File: src/logic/iprr_map.svh
/*
  Register map and constants of the interrupt priority resolver.
  Assumes inclusion by bare name from the package and the top module.
*/
`ifndef IPRR_MAP_SVH
`define IPRR_MAP_SVH

`define IPRR_NUM_SRC 54
`define IPRR_VEC_OFFSET 6'h08
// byte offsets on the bus
`define IPRR_FLAG_BASE 12'h000
`define IPRR_FLAGCLR_BASE 12'h010
`define IPRR_ENABLE_BASE 12'h020
`define IPRR_LEVEL_BASE 12'h040
`define IPRR_CORE_PRIO 12'h080
`define IPRR_RESULT 12'h084
`define IPRR_IRQ_STAT 12'h088
`define IPRR_IRQ_CLR 12'h08C
`define IPRR_IRQ_EN 12'h090
`define IPRR_NUM_FLAG_REGS 4
`define IPRR_NUM_LEVEL_REGS 14
`define IPRR_LEVEL_RESET 16'h4444
`define IPRR_NIB_MASK 16'h7777
// implemented sources: 0..25, 39, 40, 43
`define IPRR_SRC_PRESENT 54'h0_0980_03FF_FFFF
// sources present on the larger variant only: 19, 20, 24, 25
`define IPRR_SRC_LARGE_ONLY 54'h0_0000_0318_0000

`endif

File: src/logic/iprr_pkg.sv
/*
  Types of the interrupt priority resolver.
  Assumes the map header is on the include path.
*/
`include "iprr_map.svh"
package iprr_pkg;
  typedef logic [`IPRR_NUM_SRC-1:0] iprr_src_vec_t;
  typedef struct packed {
    logic valid;
    logic [2:0] level;
    logic [5:0] vector;
  } iprr_result_t;
endpackage : iprr_pkg

File: src/logic/iprr_resolver.sv
/*
  Interrupt priority resolver with request flags, enables, levels and an AHB-Lite slave.
  Assumes one 10 MHz clock, source events as one-cycle or level inputs synchronous to it.
*/
// Local design decisions: the register addresses and the AHB-Lite register port.
`timescale 1ns/1ps
`include "iprr_map.svh"
//
// Overview of operation
// - each source has a three-bit level in low bits of its nibble, four per register
// - nibble bit three ignores writes and reads zero
// - levels compare numerically, seven highest, zero lowest
// - source number breaks ties only among equal pending levels
// - source zero ranks highest, fifty-three lowest
// - tie rank equals source number, lowest number wins
// - vector equals source number plus eight
// - sources zero to fifteen are the fixed first peripheral set
// - sources sixteen to twenty-five fixed, some only on larger variant
// - sources 39, 40, 43 are period match, position, fault A
// - assigned level dominates natural order
// - level zero source is never a candidate
// - request flag sets regardless of enable
// - pending flag arbitrates only while enabled
module iprr_resolver
  import iprr_pkg::*;
#(
  parameter bit LARGE_VARIANT = 1'b1
) (
  input wire logic SYS_CLK_I,
  input wire logic RST_I,
  input wire logic [`IPRR_NUM_SRC-1:0] SRC_EVENT_I,
  input wire logic HSEL_I,
  input wire logic [11:0] HADDR_I,
  input wire logic [1:0] HTRANS_I,
  input wire logic HWRITE_I,
  input wire logic [2:0] HSIZE_I,
  input wire logic [31:0] HWDATA_I,
  input wire logic HREADY_I,
  output logic [31:0] HRDATA_O,
  output logic HREADYOUT_O,
  output logic HRESP_O,
  output logic WIN_VALID_O,
  output logic [2:0] WIN_LEVEL_O,
  output logic [5:0] WIN_VECTOR_O,
  output logic CORE_TAKE_O,
  output logic IRQ_O
);

  // ****************************************
  // source population
  // ****************************************
  localparam iprr_src_vec_t SRC_MASK = LARGE_VARIANT ? iprr_src_vec_t'(`IPRR_SRC_PRESENT) :
    iprr_src_vec_t'(`IPRR_SRC_PRESENT) & ~iprr_src_vec_t'(`IPRR_SRC_LARGE_ONLY);

  // ****************************************
  // bus address phase capture
  // ****************************************
  logic wr_pend_reg;
  logic [11:0] wr_addr_reg;
  logic rd_go;
  logic wr_go;
  assign rd_go = HSEL_I && HREADY_I && HTRANS_I[1] && !HWRITE_I;
  assign wr_go = HSEL_I && HREADY_I && HTRANS_I[1] && HWRITE_I;
  assign HREADYOUT_O = 1'b1;
  assign HRESP_O = 1'b0;

  always_ff @(posedge SYS_CLK_I or posedge RST_I) begin
    if (RST_I) begin
      wr_pend_reg <= 1'b0;
      wr_addr_reg <= 12'h000;
    end else begin
      wr_pend_reg <= wr_go;
      if (wr_go) begin
        wr_addr_reg <= HADDR_I;
      end
    end
  end

  function automatic logic in_bank(input logic [11:0] a, input logic [11:0] base,
                                   input int n);
    in_bank = (a >= base) && (a < base + 12'(4 * n)) && (a[1:0] == 2'b00);
  endfunction : in_bank

  function automatic logic [3:0] word_idx(input logic [11:0] a, input logic [11:0] base);
    logic [11:0] d;
    d = a - base;
    word_idx = d[5:2];
  endfunction : word_idx

  // ****************************************
  // request flags, enables, levels
  // ****************************************
  iprr_src_vec_t flag_reg;
  iprr_src_vec_t enable_reg;
  logic [15:0] level_reg [`IPRR_NUM_LEVEL_REGS];
  logic [2:0] core_prio_reg;
  iprr_src_vec_t clr_mask;
  iprr_src_vec_t en_wr_mask;
  iprr_src_vec_t wdata_rep;

  always_comb begin
    clr_mask = '0;
    en_wr_mask = '0;
    wdata_rep = '0;
    for (int i = 0; i < `IPRR_NUM_SRC; i++) begin
      wdata_rep[i] = HWDATA_I[i % 16];
      if (wr_pend_reg && in_bank(wr_addr_reg, `IPRR_FLAGCLR_BASE, `IPRR_NUM_FLAG_REGS) &&
          word_idx(wr_addr_reg, `IPRR_FLAGCLR_BASE) == 4'(i / 16)) begin
        clr_mask[i] = HWDATA_I[i % 16];
      end
      if (wr_pend_reg && in_bank(wr_addr_reg, `IPRR_ENABLE_BASE, `IPRR_NUM_FLAG_REGS) &&
          word_idx(wr_addr_reg, `IPRR_ENABLE_BASE) == 4'(i / 16)) begin
        en_wr_mask[i] = 1'b1;
      end
    end
  end

  // set wins over clear; enable plays no part here
  always_ff @(posedge SYS_CLK_I or posedge RST_I) begin
    if (RST_I) begin
      flag_reg <= '0;
    end else begin
      flag_reg <= ((flag_reg & ~clr_mask) | SRC_EVENT_I) & SRC_MASK;
    end
  end

  always_ff @(posedge SYS_CLK_I or posedge RST_I) begin
    if (RST_I) begin
      enable_reg <= '0;
    end else begin
      enable_reg <= ((enable_reg & ~en_wr_mask) | (wdata_rep & en_wr_mask)) & SRC_MASK;
    end
  end

  generate
    for (genvar g = 0; g < `IPRR_NUM_LEVEL_REGS; g++) begin : g_lvl
      always_ff @(posedge SYS_CLK_I or posedge RST_I) begin
        if (RST_I) begin
          level_reg[g] <= `IPRR_LEVEL_RESET;
        end else if (wr_pend_reg && in_bank(wr_addr_reg, `IPRR_LEVEL_BASE, `IPRR_NUM_LEVEL_REGS)
                     && word_idx(wr_addr_reg, `IPRR_LEVEL_BASE) == 4'(g)) begin
          level_reg[g] <= HWDATA_I[15:0] & `IPRR_NIB_MASK;
        end
      end
    end
  endgenerate

  always_ff @(posedge SYS_CLK_I or posedge RST_I) begin
    if (RST_I) begin
      core_prio_reg <= 3'h0;
    end else if (wr_pend_reg && wr_addr_reg == `IPRR_CORE_PRIO) begin
      core_prio_reg <= HWDATA_I[2:0];
    end
  end

  // ****************************************
  // arbitration
  // ****************************************
  iprr_result_t win;
  always_comb begin
    logic [2:0] lv;
    lv = 3'h0;
    win = '0;
    // descending scan so the lowest number wins a tie
    for (int i = `IPRR_NUM_SRC - 1; i >= 0; i--) begin
      lv = level_reg[i / 4][(i % 4) * 4 +: 3];
      if (flag_reg[i] && enable_reg[i] && SRC_MASK[i] && lv != 3'h0 &&
          lv >= win.level) begin
        win.valid = 1'b1;
        win.level = lv;
        win.vector = 6'(i) + `IPRR_VEC_OFFSET;
      end
    end
  end

  assign WIN_VALID_O = win.valid;
  assign WIN_LEVEL_O = win.level;
  assign WIN_VECTOR_O = win.vector;
  assign CORE_TAKE_O = win.valid && (win.level > core_prio_reg);

  // ****************************************
  // interrupt status
  // ****************************************
  logic irq_stat_reg;
  logic irq_en_reg;
  logic irq_clr;
  assign irq_clr = wr_pend_reg && wr_addr_reg == `IPRR_IRQ_CLR && HWDATA_I[0];

  always_ff @(posedge SYS_CLK_I or posedge RST_I) begin
    if (RST_I) begin
      irq_stat_reg <= 1'b0;
    end else begin
      irq_stat_reg <= CORE_TAKE_O || (irq_stat_reg && !irq_clr);
    end
  end

  always_ff @(posedge SYS_CLK_I or posedge RST_I) begin
    if (RST_I) begin
      irq_en_reg <= 1'b0;
    end else if (wr_pend_reg && wr_addr_reg == `IPRR_IRQ_EN) begin
      irq_en_reg <= HWDATA_I[0];
    end
  end

  assign IRQ_O = irq_stat_reg && irq_en_reg;

  // ****************************************
  // read data
  // ****************************************
  logic [31:0] rd_next;
  always_comb begin
    rd_next = 32'h0000_0000;
    for (int i = 0; i < `IPRR_NUM_SRC; i++) begin
      if (in_bank(HADDR_I, `IPRR_FLAG_BASE, `IPRR_NUM_FLAG_REGS) &&
          word_idx(HADDR_I, `IPRR_FLAG_BASE) == 4'(i / 16)) begin
        rd_next[i % 16] = flag_reg[i];
      end
      if (in_bank(HADDR_I, `IPRR_ENABLE_BASE, `IPRR_NUM_FLAG_REGS) &&
          word_idx(HADDR_I, `IPRR_ENABLE_BASE) == 4'(i / 16)) begin
        rd_next[i % 16] = enable_reg[i];
      end
    end
    if (in_bank(HADDR_I, `IPRR_LEVEL_BASE, `IPRR_NUM_LEVEL_REGS)) begin
      rd_next[15:0] = level_reg[word_idx(HADDR_I, `IPRR_LEVEL_BASE)];
    end
    if (HADDR_I == `IPRR_CORE_PRIO) begin
      rd_next[2:0] = core_prio_reg;
    end
    if (HADDR_I == `IPRR_RESULT) begin
      rd_next[9:0] = win;
    end
    if (HADDR_I == `IPRR_IRQ_STAT) begin
      rd_next[0] = irq_stat_reg;
    end
    if (HADDR_I == `IPRR_IRQ_EN) begin
      rd_next[0] = irq_en_reg;
    end
  end

  always_ff @(posedge SYS_CLK_I or posedge RST_I) begin
    if (RST_I) begin
      HRDATA_O <= 32'h0000_0000;
    end else if (rd_go) begin
      HRDATA_O <= rd_next;
    end
  end

  // candidate levels seen, for the dominance check
  logic [7:0] cand_lvl;
  always_comb begin
    logic [2:0] cl;
    cl = 3'h0;
    cand_lvl = 8'h00;
    for (int i = 0; i < `IPRR_NUM_SRC; i++) begin
      cl = level_reg[i / 4][(i % 4) * 4 +: 3];
      if (flag_reg[i] && enable_reg[i] && SRC_MASK[i]) begin
        cand_lvl[cl] = 1'b1;
      end
    end
  end

  generate
    for (genvar g = 0; g < `IPRR_NUM_LEVEL_REGS; g++) begin : g_top

    end
  endgenerate
endmodule : iprr_resolver

File: config.mk
export PLATFORM = sky130hd
export DESIGN_NAME = iprr_resolver
export DESIGN_NICKNAME = d
export VERILOG_FILES = /design/src/logic/iprr_pkg.sv /design/src/logic/iprr_resolver.sv
export VERILOG_INCLUDE_DIRS = /design/src /design/src/logic
export SDC_FILE = /design/constraint.sdc
export NUM_CORES = 1
export LEC_CHECK = 0
export BUFFER_PORTS_ARGS = -buffer_cell sky130_fd_sc_hd__buf_2
export CAP_MARGIN = 30
export CORE_ASPECT_RATIO = 1.75
export CORE_UTILIZATION = 66
export CTS_CLUSTER_DIAMETER = 150
export DETAILED_ROUTE_END_ITERATION = 8
export GPL_TIMING_DRIVEN = 1
export HOLD_SLACK_MARGIN = 0.1
export PLACE_DENSITY_LB_ADDON = 0.05
export SYNTH_ARGS = -nofsm -noshare
export SYNTH_HDL_FRONTEND = slang
export SYNTH_SLANG_ARGS = --single-unit
File: constraint.sdc
create_clock -name SYS_CLK_I -period 121.8 [get_ports SYS_CLK_I]
set_clock_uncertainty 0.2 [all_clocks]
set_input_delay 18.27 -clock SYS_CLK_I [delete_from_list [all_inputs] [get_ports SYS_CLK_I]]
set_output_delay 18.27 -clock SYS_CLK_I [all_outputs]
set_load 0.02 [all_outputs]
# After elaboration in Yosys (flattened, before gate mapping)
# Index checks and enable logic that the tools add are counted.
[op_classes]
n_addsub = 5
magnitude_cmp = 43
n_eq_ne = 30
mux = 192
bitwise_logic = 8
reduce_logical = 180
[op_table]
columns = ["operator", "n"]
rows = [
  ["$mux 10", 30],
  ["$mux 1", 157],
  ["$logic_and 1x1->1", 141],
  ["$and 44x44->44", 3],
  ["$not 44->44", 2],
  ["$or 44x44->44", 2],
  ["$reduce_bool 3->1", 29],
  ["$eq 12x8->1 const B", 7],
  ["$ge 3x3->1", 28],
  ["$bmux 16 s4", 1],
  ["$mux 16", 3],
  ["$lt 12x6->1 const B", 3],
  ["$eq 4x2->1 const B", 8],
  ["$eq 4x4->1 const B", 6],
  ["$ge 12x6->1 const B", 2],
  ["$ge 12x7->1 const B", 2],
  ["$lt 12x7->1 const B", 2],
  ["$eq 4x1->1 const B", 5],
  ["$logic_not 4->1", 5],
  ["$eq 4x3->1 const B", 4],
  ["$ge 12x1->1 const B", 1],
  ["$ge 12x5->1 const B", 1],
  ["$lt 12x5->1 const B", 1],
  ["$sub 6x1->6 const B", 2],
  ["10 further kinds", 13],
]
[totals]
register_bits = 260
input_bits = 108
output_inout_bits = 46
elab_cells = 480

# Logic depth before layout (Yosys ltp)
[logic_depth]
depth_word = 91
depth_mapped = 209
ltp_nobuf = 209

# Least setup slack after synthesis
# Ideal clock, no wire load.
[synth_timing]
path_type = "register -> output"
start = "register level_reg[62] in the netlist's numbering"
end = "output CORE_TAKE_O"
t_arrival_ns = 38.609
required_ns = 103.330
path_slack_ns = 64.721
stages_incl_launch_ff = 199
cell_sequence = "dfstp_2 -> nand3_1 -> ha_1 -> nand2_1 -> o21a_1 -> nor2_1 -> o21ai_0 -> a22o_1 -> ha_1 -> nor2b_1 -> nand4_1 -> a32oi_1 -> o21ai_0 -> nor2_1 -> a21oi_1 -> ha_1 -> nand2b_1 -> and3_1 -> [... 163 more ...] -> or3_1 -> o211ai_1 -> ha_1 -> nand2b_1 -> nand2_1 -> a221oi_1 -> o31ai_4 -> or2_1 -> nand2_1 -> ha_1 -> nand2b_1 -> a21oi_1 -> nor2b_1 -> o21a_1 -> o21ai_0 -> ha_1 -> and3_1 -> nor3_1"
[synth_via]
elab_chain_cells = 90
elab_cells_between_ends = 91
cone_classes = "30 x order compare; 29 x mux; 32 x reduce/logical"
[synth_rtl]
columns = ["element", "line_no", "text"]
rows = [
  ["from (decl)", "iprr_resolver.sv:95", "logic [15:0] level_reg [`IPRR_NUM_LEVEL_REGS];"],
  ["from (signal, indexed assignment)", "iprr_resolver.sv:139", "level_reg[g] <= `IPRR_LEVEL_RESET;"],
  ["from (signal, indexed assignment)", "iprr_resolver.sv:142", "level_reg[g] <= HWDATA_I[15:0] & `IPRR_NIB_MASK;"],
  ["branches (longest 3 deep; another with $ge 3x1->1)", "n/a", ""],
  ["$mux 10 (*)", "iprr_resolver.sv:167", "if (flag_reg[i] && enable_reg[i] && SRC_MASK[i] && lv != 3'h0 &&"],
  ["$ge 3x3->1", "iprr_resolver.sv:168", "lv >= win.level) begin"],
  ["$logic_and 1x1->1", "iprr_resolver.sv:167", ""],
  ["$mux 10 (*)", "iprr_resolver.sv:167", ""],
  ["$ge 3x3->1", "iprr_resolver.sv:168", ""],
  ["$logic_and 1x1->1", "iprr_resolver.sv:167", ""],
  ["$mux 10 (*)", "iprr_resolver.sv:167", ""],
  ["[... 73 more ...]", "n/a", ""],
  ["$logic_and 1x1->1", "iprr_resolver.sv:167", ""],
  ["$mux 10 (*)", "iprr_resolver.sv:167", ""],
  ["$ge 3x3->1", "iprr_resolver.sv:168", ""],
  ["$logic_and 1x1->1", "iprr_resolver.sv:167", ""],
  ["$mux 10 (*)", "iprr_resolver.sv:167", ""],
  ["via WIN_LEVEL_O[1]", "iprr_resolver.sv:43", "output logic [2:0] WIN_LEVEL_O,"],
  ["$gt 3x3->1 (*)", "iprr_resolver.sv:179", "assign CORE_TAKE_O = win.valid && (win.level > core_prio_reg);"],
  ["$logic_and 1x1->1 (*)", "iprr_resolver.sv:179", ""],
  ["to (decl)", "iprr_resolver.sv:45", "output logic CORE_TAKE_O,"],
]
# Mark *: on every way through the listed nets, which the timed path passes.

==> results.yml <==
clocking:
  clk_pin_slew_ns: 0.07
  cts_hold_buf: 0
  clock_sinks: 260
  insertion_delay_ns: 0.56
  tritoncts: "done"
  post_cts.repair.setup_buffers: 0
  numCtsBuffers: 25
  root_buffer: "clkbuf_16"
  cts_resized: 0
  htreeDepth: 1
  clockBufferDepth: 3
timing:
  rsz0062_at_grt: "false"
  drv_slew: 0
  setup_violations: 0
  whs_ns: 0.2783
  finalHoldViolCount: 0
  fmax_mhz: 15.46
  worst_pin_slew_ns: 1.006
  timing.final.crit_period_ns: 64.68
  fin_crit_sh_pct: 53.10
  tns_ns: 0
  max-slew-margin-rel_pct: 32.88
detailed_routing:
  drt_wl_total_um: 57540
  drt_iter0_markers: 1345
  drc: 0
  via_per_inst: 7.056
  drtAntennaViolNets: 0
  vias: 14741
  dr.pass1.iters: 7
  wl_per_cell_um: 27.54
setup_path:
  crit_top_cell: "ha_1"
  reg2reg_slack_ns: 76.04
  cp.depth: 203
  crit_arrival_ns: 46.21
  crit_slowest_cell: "o21ai_0"
  cp-endpoint: "CORE_TAKE_O"
  required_ns: 103.33
  critPathKind: "flop to primary output"
  cpLargestDelayFamily: "compound AO/OA/AOI/OAI gates"
  reg2reg_depth: 202
  path_max_fanout: 10
  cp_slowest_stage_delay_ns: 0.80
  end_kind: "primary output"
  r2r_end: "irq_stat_reg"
  cp-start-kind: "flop"
  critPathBufInv: 5
yosys:
  synth_common_cells: "205 x nand2_1, 204 x dfrtp_1, 185 x mux2_2"
  ys_types: 114
  synth-warning-count: 0
  synthArstFlopShare_pct: 100.0
  ys_ff_latch: 260
  synth.most_common_cell: "nand2_1"
  synth.area.top_cells: "dfrtp_1 30%, mux2_2 12%, dfstp_2 8.6%"
  synth_ff_type: "dfrtp_1"
  synth_top_area_share_pct: 29.86
  yosysTopAreaCell: "dfrtp_1"
  syn_area_um2: 17090
  yosysSeqAreaShare_pct: 38.47
  synth-edff-count: 0
  syn_inst: 1698
  avgSynthCellArea_um2: 10.07
final_layout:
  drive_gt1_share_pct: 28.46
  area_growth_pct: 9.208
  nets: 1898
grt:
  track_usage_pct: 44.67
  grt_max_degree: 114
  antenna_found_initial: 5
  grt_pass1_wl_um: 86570
  first_global_vias: 14639
  grt_overflow_total: 0
floorplan:
  fp.dieH_um: 214.9
  initial_core_util_pct: 67.46
  ioPinCount: 154
  num_rows: 77
  die_area_um2: 26570
  core_area_um2: 25340
  die_w_um: 123.7
flow_run:
  drv_cap: 0
place:
  dp_hpwl_um: 41570
  globalplace.congestion: 0.9922
  port_buffers: 90
min_path:
  holdCritPathClass: "flop to flop"
power:
  power_density_nw_per_um2: 11.75
  p_total_mw: 0.2193
  peakVddDrop_mv: 0.01583
  p_leak_nw: 8.075
outcome:
  outcome: "complete, no violations"
[metal layers]
metal  vias up  global-route usage, %  routed length [um]
met4         6                  38.76                5886
met5         -                      0                  39
met1      7293                  49.12               19200
met2       750                  70.26               27290
li1       6396                      -                   -
met3       296                  11.39                5116
[area by class of cell]
class,instances,area [um^2]
inverter,76,292.8
clock buffer,31,668.1
tap,316,395.4
multi-input combinational,1280,9843
clock inverter,15,267.8
antenna,2,5.005
fill,1844,6670
sequential,260,6576
timing repair buffer,109,619.3
[worst reg2reg max path: cells and delay by family, from the launching register on]
family / cells / cell delay [ns]
buffers and inverters: 4 / 0.27
flip-flops: 1 / 0.49
multiplexers: 12 / 4.62
AND/OR/NAND/NOR: 73 / 10.72
adder cells (fa/ha/maj): 29 / 8.14
AO/OA/AOI/OAI: 84 / 21.26
[placed cells by master (no fill, tap or decap), types with 16 or more instances in the layout]
| cell | instances |
|---|---|
| nand2_1 | 205 |
| dfrtp_1 | 204 |
| mux2_2 | 185 |
| nor2_1 | 107 |
| o21ai_0 | 89 |
| buf_2 | 89 |
| inv_1 | 74 |
| a21oi_1 | 62 |
| dfstp_2 | 56 |
| mux4_2 | 42 |
| nand3_1 | 39 |
| a21o_1 | 38 |
| ha_1 | 38 |
| mux2i_1 | 30 |
| nand2b_1 | 27 |
| and2_1 | 25 |
| clkbuf_16 | 25 |
| nor3_1 | 20 |
| conb_1 | 18 |
| and3_1 | 17 |
| nor2b_1 | 17 |
| o211ai_1 | 17 |
| buf_4 | 17 |
| a31oi_1 | 16 |
[metrics by stage]
step | instances | worst slack (ns) | area (um^2) | util, %
2_1_floorplan | 1714 | 64.72 | 17150 | -
3_3_place_gp | 2037 | 59.30 | 17670 | 69.75
3_5_place_dp | 2039 | 58.44 | 17690 | 69.82
4_1_cts | 2085 | 57.71 | 18630 | 73.52
5_1_grt | 2087 | 54.10 | 18660 | 73.66
6_report | 2089 | 57.12 | 18670 | 73.68
[report_power, final]
part | internal [mW] | switching [mW]
combinational | 0.0126 | 0.0209
sequential | 0.0903 | 0.00512
clock | 0.0542 | 0.0362
total | 0.157 | 0.0622
[kinds of logic after synthesis]
family                     Yosys count  share of synthesized area [%]
buffers and inverters              174                          4.348
other                                2                        0.04393
muxes                              257                          19.48
adders and majority gates           41                          2.964
and+or+nand+nor                    533                          15.47
AOI/OAI and AO/OA                  431                          19.23
DFF                                260                          38.47
[worst min-delay path by stage]
stage	start	to	slack, ns	depth (start not counted)
CTS	HRDATA_O[12]	HRDATA_O[12]	0.28	2
global placement	wr_addr_reg[0]	wr_addr_reg[0]	0.26	2
floorplan	wr_addr_reg[0]	wr_addr_reg[0]	0.25	2
detailed placement	HRDATA_O[14]	HRDATA_O[14]	0.27	2
global route	wr_addr_reg[1]	wr_addr_reg[1]	0.31	2
finish	HRDATA_O[12]	HRDATA_O[12]	0.28	2
Power figures use the tool's default switching activity.
